<file path="config.mk">
export PLATFORM = sky130hd
export DESIGN_NAME = srdc_cmds
export DESIGN_NICKNAME = d
export VERILOG_FILES = /design/src/core/srdc_pkg.sv /design/src/core/srdc_cmds.sv
export SDC_FILE = /design/constraint.sdc
export NUM_CORES = 1
export LEC_CHECK = 0
export BUFFER_PORTS_ARGS = -buffer_cell sky130_fd_sc_hd__clkbuf_2
export CAP_MARGIN = 0
export CELL_PAD_IN_SITES_DETAIL_PLACEMENT = 1
export CELL_PAD_IN_SITES_GLOBAL_PLACEMENT = 2
export CORE_UTILIZATION = 24
export DETAILED_ROUTE_END_ITERATION = 7
export PLACE_DENSITY = 0.56
export SYNTH_ARGS = -nofsm -noshare
export SYNTH_HDL_FRONTEND = slang
export SYNTH_SLANG_ARGS = --single-unit
</file>
<file path="constraint.sdc">
create_clock -name clk -period 5.5 [get_ports clk]
set_clock_uncertainty 0.1 [all_clocks]
set_input_delay 0.825 -clock clk [delete_from_list [all_inputs] [get_ports clk]]
set_output_delay 0.825 -clock clk [all_outputs]
set_load 0.02 [all_outputs]
</file>
<file path="src/core/srdc_pkg.sv">
package srdc_pkg;

	// ****************************************
	// command codes
	// ****************************************
	localparam logic [7:0] OP_RELEASE10 = 8'h57;
	localparam logic [7:0] OP_DEPOP     = 8'h9E;
	localparam logic [4:0] SA_DEPOP     = 5'h18;
	localparam logic [7:0] OP_DEVID     = 8'hA3;
	localparam logic [4:0] SA_DEVID     = 5'h05;
	localparam logic [7:0] STORAGE_ELEM_TYPE = 8'h01;

	// ****************************************
	// field positions (byte index, bit)
	// ****************************************
	localparam int REL_FLAG_BYTE    = 1;
	localparam int REL_THIRD_BIT    = 4;
	localparam int REL_EXT_BIT      = 0;
	localparam int SA_BYTE          = 1;
	localparam int CAP_FIRST_BYTE   = 2;
	localparam int ELEM_FIRST_BYTE  = 10;
	localparam int LUN_FIRST_BYTE   = 4;
	localparam int ALLOC_FIRST_BYTE = 6;
	localparam int CDB_BYTES        = 16;
	localparam int ID_HDR_BYTES     = 4;

	// ****************************************
	// status and sense codes
	// ****************************************
	localparam logic [7:0]  STATUS_GOOD      = 8'h00;
	localparam logic [7:0]  STATUS_CHECK     = 8'h02;
	localparam logic [3:0]  SK_NONE          = 4'h0;
	localparam logic [3:0]  SK_NOT_READY     = 4'h2;
	localparam logic [3:0]  SK_MEDIUM_ERROR  = 4'h3;
	localparam logic [3:0]  SK_ILLEGAL_REQ   = 4'h5;
	localparam logic [15:0] ASC_NONE         = 16'h0000;
	localparam logic [15:0] ASC_INVALID_CDB  = 16'h2400;
	localparam logic [15:0] ASC_UCODE_ACT    = 16'h0411;
	localparam logic [15:0] ASC_DEPOP_FAILED = 16'h3106;

	typedef logic [CDB_BYTES-1:0][7:0] srdc_cdb_t;

	typedef enum logic [3:0] {
		ST_IDLE = 4'b0001,
		ST_WORK = 4'b0010,
		ST_DATA = 4'b0100,
		ST_DONE = 4'b1000
	} srdc_state_e;

	typedef struct packed {
		logic [7:0]  status;
		logic [3:0]  senseKey;
		logic [15:0] asc;
	} srdc_result_s;

endpackage : srdc_pkg

</file>
<file path="src/core/srdc_cmds.sv">
// Notes on behaviour
// - release from other initiator's reservation returns Good, reservation untouched.
// - nonzero third-party flag on release gives Check, Illegal Request, Invalid Field.
// - reservation identification byte of release is ignored.
// - opcode 9Eh, service action 18h requests element depopulation and capacity truncation.
// - requested capacity from bytes 2-9; zero lets the device choose.
// - unsettable capacity keeps capacity and gives Check, Illegal Request, Invalid Field.
// - unsupported or non-storage element id gives Check, Illegal Request, Invalid Field.
// - failed depopulate sets format corrupt; medium access fails until clean format; here reset also clears format corrupt.
// - pending deferred microcode rejects depopulate with Not Ready, activation required.
// - element without depopulation support gives Check, Illegal Request, Invalid Field.
// - opcode A3h, service action 05h returns stored device identifier data.
// - nonzero LUN in bytes 4-5 of report gives Check, Illegal Request.
// - allocation length bytes 6-9 truncates returned data without error.
// - data begins with 4-byte identifier length, untruncated, then identifier.
// - identifier length starts zero, changes only on successful set identifier.
// - stored identifier survives resets, power cycles and formats; here power-up clears it to zero length and zero bytes.
// - same identifier reported to every initiator on every port.
// - nonvolatile store not ready ends report at once with Not Ready.
`timescale 1ns/10ps
`default_nettype none

module srdc_cmds #(
	parameter int ID_MAX_BYTES = 64,
	parameter int ELEM_ID_W    = 32
) (
	// clock and reset
	input  wire logic                       clk,
	input  wire logic                       reset,
	// command in
	input  wire logic                       cmdValid,
	output logic                            cmdReady,
	input  wire srdc_pkg::srdc_cdb_t        cdb,
	input  wire logic                       mediumAccessCmd,
	// reservation store
	input  wire logic                       reservedByOther,
	output logic                            releaseReq,
	// depopulation engine
	output logic                            depopStart,
	output logic [63:0]                     depopCapacity,
	output logic [ELEM_ID_W-1:0]            depopElement,
	input  wire logic                       depopDone,
	input  wire logic                       depopOk,
	input  wire logic                       depopCapUnsettable,
	input  wire logic                       elemSupported,
	input  wire logic [7:0]                 elemPhysType,
	input  wire logic                       elemDepopSupported,
	input  wire logic                       ucodeDeferred,
	input  wire logic                       formatDone,
	input  wire logic                       formatOk,
	output logic                            formatCorrupt,
	// identifier store
	input  wire logic                       nvReady,
	input  wire logic [3:0]                 nvSenseKey,
	input  wire logic [15:0]                nvAsc,
	input  wire logic                       setIdValid,
	input  wire logic [31:0]                setIdLength,
	input  wire logic [ID_MAX_BYTES*8-1:0]  setIdValue,
	// data in stream
	output logic                            dataValid,
	output logic [7:0]                      dataByte,
	output logic                            dataLast,
	input  wire logic                       dataReady,
	// completion
	output logic                            doneValid,
	output srdc_pkg::srdc_result_s          result
);

	// ****************************************
	// state
	// ****************************************
	typedef struct packed {
		srdc_pkg::srdc_state_e       fsm;
		srdc_pkg::srdc_result_s      res;
		logic                        corrupt;
		logic                        relReq;
		logic                        dpStart;
		logic [63:0]                 cap;
		logic [ELEM_ID_W-1:0]        elem;
		logic [31:0]                 xferLen;
		logic [31:0]                 idx;
		logic                        dValid;
		logic [7:0]                  dByte;
		logic                        dLast;
	} srdc_regs_s;

	srdc_regs_s r;
	srdc_regs_s next_r;

	// identifier store is kept outside the reset domain so it survives resets and formats
	logic [31:0]                    idLength = 32'h0000_0000;
	wire  [ID_MAX_BYTES-1:0][7:0]   idBytes;

	logic [31:0]  allocLen;
	logic [31:0]  fullLen;
	logic [15:0]  lunField;
	logic [31:0]  nextIdx;

	function automatic logic [7:0] replyByte(input logic [31:0] i);
		logic [31:0] k;
		k = i - 32'(srdc_pkg::ID_HDR_BYTES);
		if (i < 32'(srdc_pkg::ID_HDR_BYTES))
			return idLength[8'(31 - 8*i) -: 8];
		else if (k < 32'(ID_MAX_BYTES))
			return idBytes[k];
		else
			return 8'h00;
	endfunction : replyByte

	always_comb begin
		allocLen = {cdb[srdc_pkg::ALLOC_FIRST_BYTE], cdb[srdc_pkg::ALLOC_FIRST_BYTE+1],
			cdb[srdc_pkg::ALLOC_FIRST_BYTE+2], cdb[srdc_pkg::ALLOC_FIRST_BYTE+3]};
		lunField = {cdb[srdc_pkg::LUN_FIRST_BYTE], cdb[srdc_pkg::LUN_FIRST_BYTE+1]};
		fullLen  = idLength + 32'(srdc_pkg::ID_HDR_BYTES);
		nextIdx  = r.idx + 32'h0000_0001;
	end

	// ****************************************
	// command decode
	// ****************************************
	logic         isRelease;
	logic         isDepop;
	logic         isDevid;
	logic         thirdParty;
	logic [63:0]  capField;
	logic [31:0]  elemField;

	always_comb begin
		isRelease  = (cdb[0] == srdc_pkg::OP_RELEASE10);
		isDepop    = (cdb[0] == srdc_pkg::OP_DEPOP) &&
			(cdb[srdc_pkg::SA_BYTE][4:0] == srdc_pkg::SA_DEPOP);
		isDevid    = (cdb[0] == srdc_pkg::OP_DEVID) &&
			(cdb[srdc_pkg::SA_BYTE][4:0] == srdc_pkg::SA_DEVID);
		// extent bit is left undecoded; the initiator keeps it clear
		thirdParty = cdb[srdc_pkg::REL_FLAG_BYTE][srdc_pkg::REL_THIRD_BIT];
		capField   = {cdb[srdc_pkg::CAP_FIRST_BYTE], cdb[srdc_pkg::CAP_FIRST_BYTE+1],
			cdb[srdc_pkg::CAP_FIRST_BYTE+2], cdb[srdc_pkg::CAP_FIRST_BYTE+3],
			cdb[srdc_pkg::CAP_FIRST_BYTE+4], cdb[srdc_pkg::CAP_FIRST_BYTE+5],
			cdb[srdc_pkg::CAP_FIRST_BYTE+6], cdb[srdc_pkg::CAP_FIRST_BYTE+7]};
		elemField  = {cdb[srdc_pkg::ELEM_FIRST_BYTE], cdb[srdc_pkg::ELEM_FIRST_BYTE+1],
			cdb[srdc_pkg::ELEM_FIRST_BYTE+2], cdb[srdc_pkg::ELEM_FIRST_BYTE+3]};
	end

	// ****************************************
	// command sequencing
	// ****************************************
	always_comb begin
		next_r         = r;
		next_r.relReq  = 1'b0;
		next_r.dpStart = 1'b0;
		cmdReady       = (r.fsm == srdc_pkg::ST_IDLE);

		if (formatDone && formatOk)
			next_r.corrupt = 1'b0;

		case (r.fsm)
			srdc_pkg::ST_IDLE: begin
				if (cmdValid) begin
					next_r.fsm = srdc_pkg::ST_DONE;
					next_r.res = '{srdc_pkg::STATUS_GOOD, srdc_pkg::SK_NONE, srdc_pkg::ASC_NONE};
					if (mediumAccessCmd && r.corrupt) begin
						next_r.res = '{srdc_pkg::STATUS_CHECK, srdc_pkg::SK_MEDIUM_ERROR,
							srdc_pkg::ASC_DEPOP_FAILED};
					end else if (isRelease) begin
						// byte 2 is never looked at
						if (thirdParty) begin
							next_r.res = '{srdc_pkg::STATUS_CHECK, srdc_pkg::SK_ILLEGAL_REQ,
								srdc_pkg::ASC_INVALID_CDB};
						end else begin
							// good either way; the store keeps another owner's hold
							next_r.relReq = !reservedByOther;
						end
					end else if (isDepop) begin
						next_r.cap  = capField;
						next_r.elem = ELEM_ID_W'(elemField);
						if (ucodeDeferred) begin
							next_r.res = '{srdc_pkg::STATUS_CHECK, srdc_pkg::SK_NOT_READY,
								srdc_pkg::ASC_UCODE_ACT};
						end else if (!elemSupported ||
							elemPhysType != srdc_pkg::STORAGE_ELEM_TYPE) begin
							next_r.res = '{srdc_pkg::STATUS_CHECK, srdc_pkg::SK_ILLEGAL_REQ,
								srdc_pkg::ASC_INVALID_CDB};
						end else if (!elemDepopSupported) begin
							next_r.res = '{srdc_pkg::STATUS_CHECK, srdc_pkg::SK_ILLEGAL_REQ,
								srdc_pkg::ASC_INVALID_CDB};
						end else begin
							next_r.fsm     = srdc_pkg::ST_WORK;
							next_r.dpStart = 1'b1;
						end
					end else if (isDevid) begin
						if (lunField != 16'h0000) begin
							next_r.res = '{srdc_pkg::STATUS_CHECK, srdc_pkg::SK_ILLEGAL_REQ,
								srdc_pkg::ASC_INVALID_CDB};
						end else if (!nvReady) begin
							next_r.res = '{srdc_pkg::STATUS_CHECK, srdc_pkg::SK_NOT_READY,
								nvAsc};
						end else begin
							// shorter of allocation and full data; no error when cut
							next_r.xferLen = (allocLen < fullLen) ? allocLen : fullLen;
							next_r.idx     = 32'h0000_0000;
							if (allocLen != 32'h0000_0000 && fullLen != 32'h0000_0000) begin
								next_r.fsm    = srdc_pkg::ST_DATA;
								next_r.dValid = 1'b1;
								next_r.dByte  = replyByte(32'h0000_0000);
								next_r.dLast  = (next_r.xferLen == 32'h0000_0001);
							end
						end
					end else begin
						next_r.res = '{srdc_pkg::STATUS_CHECK, srdc_pkg::SK_ILLEGAL_REQ,
							srdc_pkg::ASC_INVALID_CDB};
					end
				end
			end

			srdc_pkg::ST_WORK: begin
				if (depopDone) begin
					next_r.fsm = srdc_pkg::ST_DONE;
					if (depopCapUnsettable) begin
						// engine reports it left capacity alone
						next_r.res = '{srdc_pkg::STATUS_CHECK, srdc_pkg::SK_ILLEGAL_REQ,
							srdc_pkg::ASC_INVALID_CDB};
					end else if (!depopOk) begin
						next_r.corrupt = 1'b1;
						next_r.res = '{srdc_pkg::STATUS_CHECK, srdc_pkg::SK_MEDIUM_ERROR,
							srdc_pkg::ASC_DEPOP_FAILED};
					end
				end
			end

			srdc_pkg::ST_DATA: begin
				if (dataReady) begin
					if (r.dLast) begin
						next_r.dValid = 1'b0;
						next_r.dLast  = 1'b0;
						next_r.fsm    = srdc_pkg::ST_DONE;
					end else begin
						next_r.idx   = nextIdx;
						next_r.dByte = replyByte(nextIdx);
						next_r.dLast = (nextIdx + 32'h0000_0001 == r.xferLen);
					end
				end
			end

			srdc_pkg::ST_DONE: begin
				next_r.fsm = srdc_pkg::ST_IDLE;
			end
			default: begin
				next_r.fsm = srdc_pkg::ST_IDLE;
			end
		endcase
	end

	always_ff @(posedge clk) begin
		if (reset) begin
			r.fsm     <= srdc_pkg::ST_IDLE;
			r.res     <= '0;
			r.corrupt <= 1'b0;
			r.relReq  <= 1'b0;
			r.dpStart <= 1'b0;
			r.cap     <= '0;
			r.elem    <= '0;
			r.xferLen <= '0;
			r.idx     <= '0;
			r.dValid  <= 1'b0;
			r.dByte   <= '0;
			r.dLast   <= 1'b0;
		end else begin
			r <= next_r;
		end
	end

	// ****************************************
	// identifier store
	// ****************************************
	// power-up zero length; no reset term so it outlives reset
	always_ff @(posedge clk) begin
		if (setIdValid) begin
			idLength <= (setIdLength > 32'(ID_MAX_BYTES)) ? 32'(ID_MAX_BYTES) : setIdLength;
		end
	end

	// one byte cell per identifier byte; none of them sees reset or format
	genvar gb;
	generate
		for (gb = 0; gb < ID_MAX_BYTES; gb++) begin : g_idByte
			logic [7:0] idByteReg = 8'h00;

			always_ff @(posedge clk) begin
				if (setIdValid) begin
					idByteReg <= setIdValue[8*gb +: 8];
				end
			end

			assign idBytes[gb] = idByteReg;
		end
	endgenerate

	// ****************************************
	// outputs
	// ****************************************
	assign releaseReq    = r.relReq;
	assign depopStart    = r.dpStart;
	assign depopCapacity = r.cap;
	assign depopElement  = r.elem;
	assign formatCorrupt = r.corrupt;
	assign dataValid     = r.dValid;
	assign dataByte      = r.dByte;
	assign dataLast      = r.dLast;
	assign doneValid     = (r.fsm == srdc_pkg::ST_DONE);
	assign result        = r.res;

endmodule : srdc_cmds

`default_nettype wire

</file>
==> impl_metrics.yaml, run 1 <==
route:
  ant_nets: 0
  wl_per_cell_um: 24.0
  met2RoutedLength_um: 66100
  wl_met3_um: 10000
  wl_met1_um: 47300
  route.detailed.drc: 0
  wl_um: 126000
  firstDrtPassIters: 5
  drtIter0Drc: 1055
  via_per_inst: 4.53
  vias: 23855
  routed.top_layer: "met5"
yosys:
  syn_area_mm2: 0.0340
  syn_avg_cell_area_um2: 13.1
  synth-seq-cells: 741
  syn_inst: 2598
  ys_warn_count: 0
  synth-seq-area-share_pct: 59.6
  ys_async_sr_fraction_pct: 0
  synth_edf_count: 544
  yosysUniqueCellTypes: 83
  ys.flop_type: "edfxtp_1"
layout:
  final_nets: 4066
  n_fill_cell: 15512
  drive_gt1_share_pct: 35.7
  syn_to_final_growth_pct: 24.4
setup_path:
  worstPathArrival_ns: 5.35
  reg2reg_slack_ns: 0.67
  rr_worst_depth: 13
  critPathKind: "reg2reg"
  start_kind: "flip-flop"
  slowest_stage: "or4_1"
  r2r_end: "dataByte[7]"
  critPathCaptureType: "flip-flop"
  r2r-start: "r[11]"
  slowest_delay_ns: 0.82
  path_cells: "ha_1 -> nand3_4 -> or4_1 -> o21a_1 -> or3_1 -> or4_1 -> nor3_1 -> or3b_1 -> xnor2_1 -> or3_1 -> nor4_4 -> buf_4 -> a31o_1"
  cp_max_fo: 11
  crit_required_ns: 6.02
die:
  die_w_um: 378
  core_region_area_mm2: 0.140
  io-pin-count: 855
  fp-row-count: 137
  dieArea_mm2: 0.143
  initial_core_util_pct: 24.3
  die_h_um: 378
power_and_ir_drop:
  p_int_mw: 9.87
  power_density_mw_per_mm2: 305
  seq_power_share_pct: 50.4
  finalPower_mw: 12.9
  leakagePower_nw: 15.5
  p_switching_mw: 3.03
  vdd_drop_max_mv: 0.252
  power_frac_comb_pct: 6.2
  p_clk_share_pct: 43.4
  p_sw_share_pct: 23.5
global_route:
  antenna_found_initial: 64
  grt_max_degree: 136
  grt_pass1_vias: 25036
  grt.total_usage_pct: 17.3
  overflow: 0
  grt_pass1_wl_um: 178000
flow_run:
  maxCapViolCount: 0
cts:
  cts.htree.levels: 3
  path_clk_slew_ns: 0.05
  cts_setup_buffers: 0
  hold_buffers: 0
  cts_resized: 0
  ctsRootBufferMaster: "clkbuf_16"
  cts_made_buffers: 90
  cts_sinks: 741
  clk_latency_ns: 0.74
  clockBufferDepth: 3
  cts_tree: "built"
status:
  outcome: "finished clean"
timing:
  slew-limit-headroom_pct: 33.6
  timing.final.crit_period_ns: 4.83
  setup_viol: 0
  finalHoldViolCount: 0
  fin_crit_sh_pct: 87.8
  fmax_mhz: 207
  fin_tns_setup_ns: 0
  maxSlewViolCount: 0
  fin_ws_ns: 0.674
  worst_pin_slew_ns: 0.996
  grt_setup_unrepaired: "false"
  whs_ns: 0.158
place:
  dp_slack_ns: 0.687
  gp_congestion: 0.786
  place_hpwl_um: 97000
  io_buffers: 823
worst_hold_path:
  min_from: "reservedByOther"
  hold_path_end: "releaseReq"
  hold_depth: 2
  hold_path_class: "in2reg"
## state kept, by name, summed over array words and instances, names as in the netlist
signal	cells
depopElement	32
dataLast	1
dataByte	8
releaseReq	1
r	68
dataValid	1
depopStart	1
formatCorrupt	1
depopCapacity	64
g_idByte.idByteReg	512
idLength	32
result	20
## critical path, delay by kind of cell, from the launching register on
kind | cells | cell delay, ns
fa+ha+maj | 1 | 0.28
xor+xnor | 1 | 0.14
flops | 1 | 0.53
compound gates | 2 | 0.46
simple gates | 8 | 3.02
buf+inv | 1 | 0.23
## power groups by stage
| stage | clock network [mW] | logic [mW] | registers (mW) |
|---|---|---|---|
| 2_1_floorplan | 0 | 0.336 | 6.54 |
| 3_3_place_gp | 0 | 0.818 | 6.61 |
| 3_5_place_dp | 0 | 0.827 | 6.62 |
| 4_1_cts | 5.82 | 0.829 | 6.51 |
| 5_1_grt | 5.98 | 0.888 | 6.53 |
| 6_report | 5.59 | 0.806 | 6.50 |
## how the worst max path moves through the flow
stage,from,end,cells after the start
finish,r[11],dataByte[7],13
detailed placement,r[11],dataByte[7],13
floorplan,r[11],dataLast,17
global route,r[11],dataByte[7],13
CTS,r[11],dataByte[0],13
global placement,r[11],dataByte[7],14
## synthesized netlist by cell type (5+ instances only)
cell type	count	area, µm²
buf_2	15	75.1
a31o_1	8	70.1
a21o_1	20	150
or4_1	12	90.1
ha_1	38	475
a31oi_1	11	68.8
mux2_2	13	146
mux2i_1	15	150
inv_1	18	67.6
clkbuf_1	113	424
buf_4	133	998
nor2_1	129	484
o22ai_1	8	50.1
a21oi_1	205	1030
a22oi_1	25	188
nor4b_1	6	52.6
nand2_1	327	1230
nand2b_1	10	62.6
or3_1	18	113
and2_1	16	100
nor2b_1	25	156
o21ai_0	27	135
or2_2	5	31.3
and4_1	9	78.8
nor4_1	39	244
edfxtp_1	544	16300
mux4_2	168	3780
o21a_1	9	67.6
dfxtp_1	197	3940
o211ai_1	42	315
nand3_1	45	225
xor2_1	45	394
and3_1	22	138
xnor2_1	66	578
nor3b_1	9	67.6
nor3_1	42	210
nand4_1	38	238
a211oi_1	25	188
buf_1	19	71.3
## final cells by class
class	count	area (µm²)	area share [%]
Antenna cell	13	32.5	0.0769
Clock buffer	122	2390	5.65
Clock inverter	35	345	0.816
Inverter	19	72.6	0.172
Multi-Input combinational cell	1587	12300	29.0
Sequential cell	741	20300	47.9
Tap cell	1876	2350	5.55
Timing Repair Buffer	873	4590	10.8
## layer usage
layer	up-vias	track usage, %
met5	-	0
met4	86	4.27
met3	220	6.56
met2	649	31.3
met1	11742	18.8
li1	11158	-
## placed cells by master (no fill, tap or decap), drive strengths merged, types with 42 or more instances in the layout
master / count
a21oi: 205
buf: 52
clkbuf: 943
dfxtp: 197
edfxtp: 544
mux4: 168
nand2: 327
nand3: 46
nor2: 129
nor3: 44
nor4: 45
o211ai: 42
xnor2: 66
xor2: 45
## cell families (layout without fill, tap and decap cells)
| kind of cell | Yosys count | in the layout | synth area share, % |
|---|---|---|---|
| xor gates and xnor gates | 112 | 112 | 2.92 |
| adders and majority gates | 38 | 38 | 1.40 |
| other | 1 | 46 | 0.0110 |
| DFF | 741 | 741 | 59.6 |
| and+or+nand+nor | 784 | 784 | 11.4 |
| buffers and inverters | 302 | 1049 | 4.92 |
| muxes | 196 | 196 | 12.0 |
| AOI/OAI and AO/OA | 424 | 424 | 7.74 |
## metrics by stage
step | area, µm² | cells | util, %
after floorplan | 34100 | 2630 | -
after global placement | 39500 | 5096 | 28.2
after detailed placement | 39500 | 5096 | 28.2
after CTS | 42300 | 5253 | 30.2
after global routing | 42300 | 5260 | 30.2
final | 42300 | 5266 | 30.2
Note: power is estimated with default switching activity, not from simulation.
==> inputs of run 2 (changes only) <==
--- a/config.mk
+++ b/config.mk
@@ -7,11 +7,10 @@
 export LEC_CHECK = 0
 export BUFFER_PORTS_ARGS = -buffer_cell sky130_fd_sc_hd__clkbuf_2
 export CAP_MARGIN = 0
-export CELL_PAD_IN_SITES_DETAIL_PLACEMENT = 1
-export CELL_PAD_IN_SITES_GLOBAL_PLACEMENT = 2
 export CORE_UTILIZATION = 24
 export DETAILED_ROUTE_END_ITERATION = 7
-export PLACE_DENSITY = 0.56
+export GPL_ROUTABILITY_DRIVEN = 0
+export PLACE_DENSITY = 0.4
 export SYNTH_ARGS = -nofsm -noshare
 export SYNTH_HDL_FRONTEND = slang
 export SYNTH_SLANG_ARGS = --single-unit
==> impl_metrics.yaml, run 2 (synthesis results as in run 1) <==
power_and_ir_drop:
  power_frac_comb_pct: 6.0
  power_density_mw_per_mm2: 313
  p_sw_share_pct: 23.3
  p_switching_mw: 3.10
  vdd_drop_max_mv: 0.248
  p_int_mw: 10.2
  leakagePower_nw: 15.7
  p_clk_share_pct: 45.2
  seq_power_share_pct: 48.8
timing:
  fin_tns_setup_ns: 0
  timing.final.crit_period_ns: 4.78
  slew-limit-headroom_pct: 21.6
  fmax_mhz: 209
  worst_pin_slew_ns: 1.17
  fin_ws_ns: 0.724
  maxSlewViolCount: 0
  setup_viol: 0
  fin_crit_sh_pct: 86.8
  grt_setup_unrepaired: "false"
  finalHoldViolCount: 0
route:
  via_per_inst: 4.49
  firstDrtPassIters: 5
  vias: 23690
  drtIter0Drc: 1440
  wl_per_cell_um: 23.2
  ant_nets: 0
  wl_um: 122000
  route.detailed.drc: 0
global_route:
  grt_pass1_vias: 23672
  grt_use_met2_pct: 29.4
  busiest_layer: "met2"
  use_met1_pct: 19.0
  grt_pass1_wl_um: 171000
  grt_max_degree: 106
  grtUsageMet3_pct: 6.17
  overflow: 0
  antenna_found_initial: 73
  grt.total_usage_pct: 16.6
cts:
  path_clk_slew_ns: 0.07
  clockBufferDepth: 3
  cts_made_buffers: 90
  cts_tree: "built"
  cts_resized: 0
  hold_buffers: 0
  cts.htree.levels: 3
  ctsRootBufferMaster: "clkbuf_16"
  clk_latency_ns: 0.72
  cts_setup_buffers: 0
  cts_sinks: 741
place:
  place_hpwl_um: 93300
  io_buffers: 823
  place_inst: 5096
  dp_slack_ns: 0.744
setup_path:
  critPathKind: "reg2reg"
  crit_required_ns: 6.04
  cp_num_buf_inv: 1
  slowest_delay_ns: 0.72
  critPathCaptureType: "flip-flop"
  crit_top_cell: "or4_1"
  slowest_stage: "or4_1"
  path_cells: "ha_1 -> nand3_4 -> or4_1 -> xor2_1 -> nand2_1 -> or4_1 -> or2_1 -> or3b_1 -> xnor2_1 -> or3_1 -> nor4_4 -> buf_4 -> a31o_1"
  cp_max_fo: 9
  worstPathArrival_ns: 5.31
  start_kind: "flip-flop"
  cp_top_family: "simple AND/OR/NAND/NOR gates"
layout:
  final_cell_mix: "821 x clkbuf_2, 544 x edfxtp_1, 327 x nand2_1, 205 x a21oi_1, 196 x dfxtp_1"
  largest_reg_flops: 512
  syn_to_final_growth_pct: 25.2
  final_nets: 4066
  top_register: "g_idByte.idByteReg"
  drive_gt1_share_pct: 36.2
  final_common_cell: "clkbuf_2"
  final_cells: 5271
die:
  fp-row-count: 137
  die_h_um: 378
  initial_core_util_pct: 24.3
  io-pin-count: 855
  core_region_area_mm2: 0.140
  dieArea_mm2: 0.143
  die_w_um: 378
worst_hold_path:
  hold_path_class: "in2reg"
status:
  outcome: "finished clean"
flow_run:
  maxCapViolCount: 0
run 2: cell count changes in the layout (fill, tap and decap cells not counted), moves of 2 or more:
cell       change
buf_12         +2
buf_4          -2
bufinv_16      +7
clkbuf_1      -10
clkinv_1       -4
clkinv_2       +9
clkinv_4       +3
diode_2        -2
run 2: worst register-to-register path, cell delays in order, from the launching register on:
cell	delay, ns
dfxtp_1	0.52
ha_1	0.28
nand3_4	0.14
or4_1	0.73
xor2_1	0.45
nand2_1	0.15
or4_1	0.60
or2_1	0.33
or3b_1	0.41
xnor2_1	0.14
or3_1	0.37
nor4_4	0.15
buf_4	0.22
a31o_1	0.16
run 2: routing by layer:
metal  routed length (µm)  vias up
met4                 2450       80
li1                     -    11170
met3                10200      226
met5                  523        -
met1                46800    11450
met2                62100      764
run 2: path summary, 6_finish.rpt:
kind / start / to / slack (ns) / cells after the start
setup / recovery: r[11] / dataByte[7] / 0.72 / 13
hold / removal: reservedByOther / releaseReq / 0.15 / 2
setup reg to reg: r[11] / dataByte[7] / 0.72 / 13
hold reg to reg: depopElement[24] / depopElement[24] / 0.35 / 2
run 2: area by class of cell:
type,count,area (µm²)
fill,14477,97500
timing repair buffer,873,4610
multi-input combinational,1587,12300
tap,1876,2350
antenna,11,27.5
sequential,741,20300
clock inverter,51,617
clock buffer,113,2370
inverter,19,72.6
run 2: stage by stage:
step	power (mW)	hold WS, ns	instance area (µm²)	utilization, %
after floorplan	6.87	0.337	34100	-
after global placement	7.43	0.342	39600	28.3
after detailed placement	7.44	0.345	39600	28.3
after CTS	13.5	0.0946	42600	30.4
after global routing	13.8	0.117	42600	30.4
final	13.3	0.154	42600	30.4
run 2: power by group through the flow:
stage	registers, mW	logic (mW)	clock network (mW)
final	6.49	0.801	6.02
after global routing	6.53	0.881	6.42
after CTS	6.50	0.821	6.22
after detailed placement	6.62	0.819	0
after global placement	6.61	0.816	0
after floorplan	6.54	0.336	0
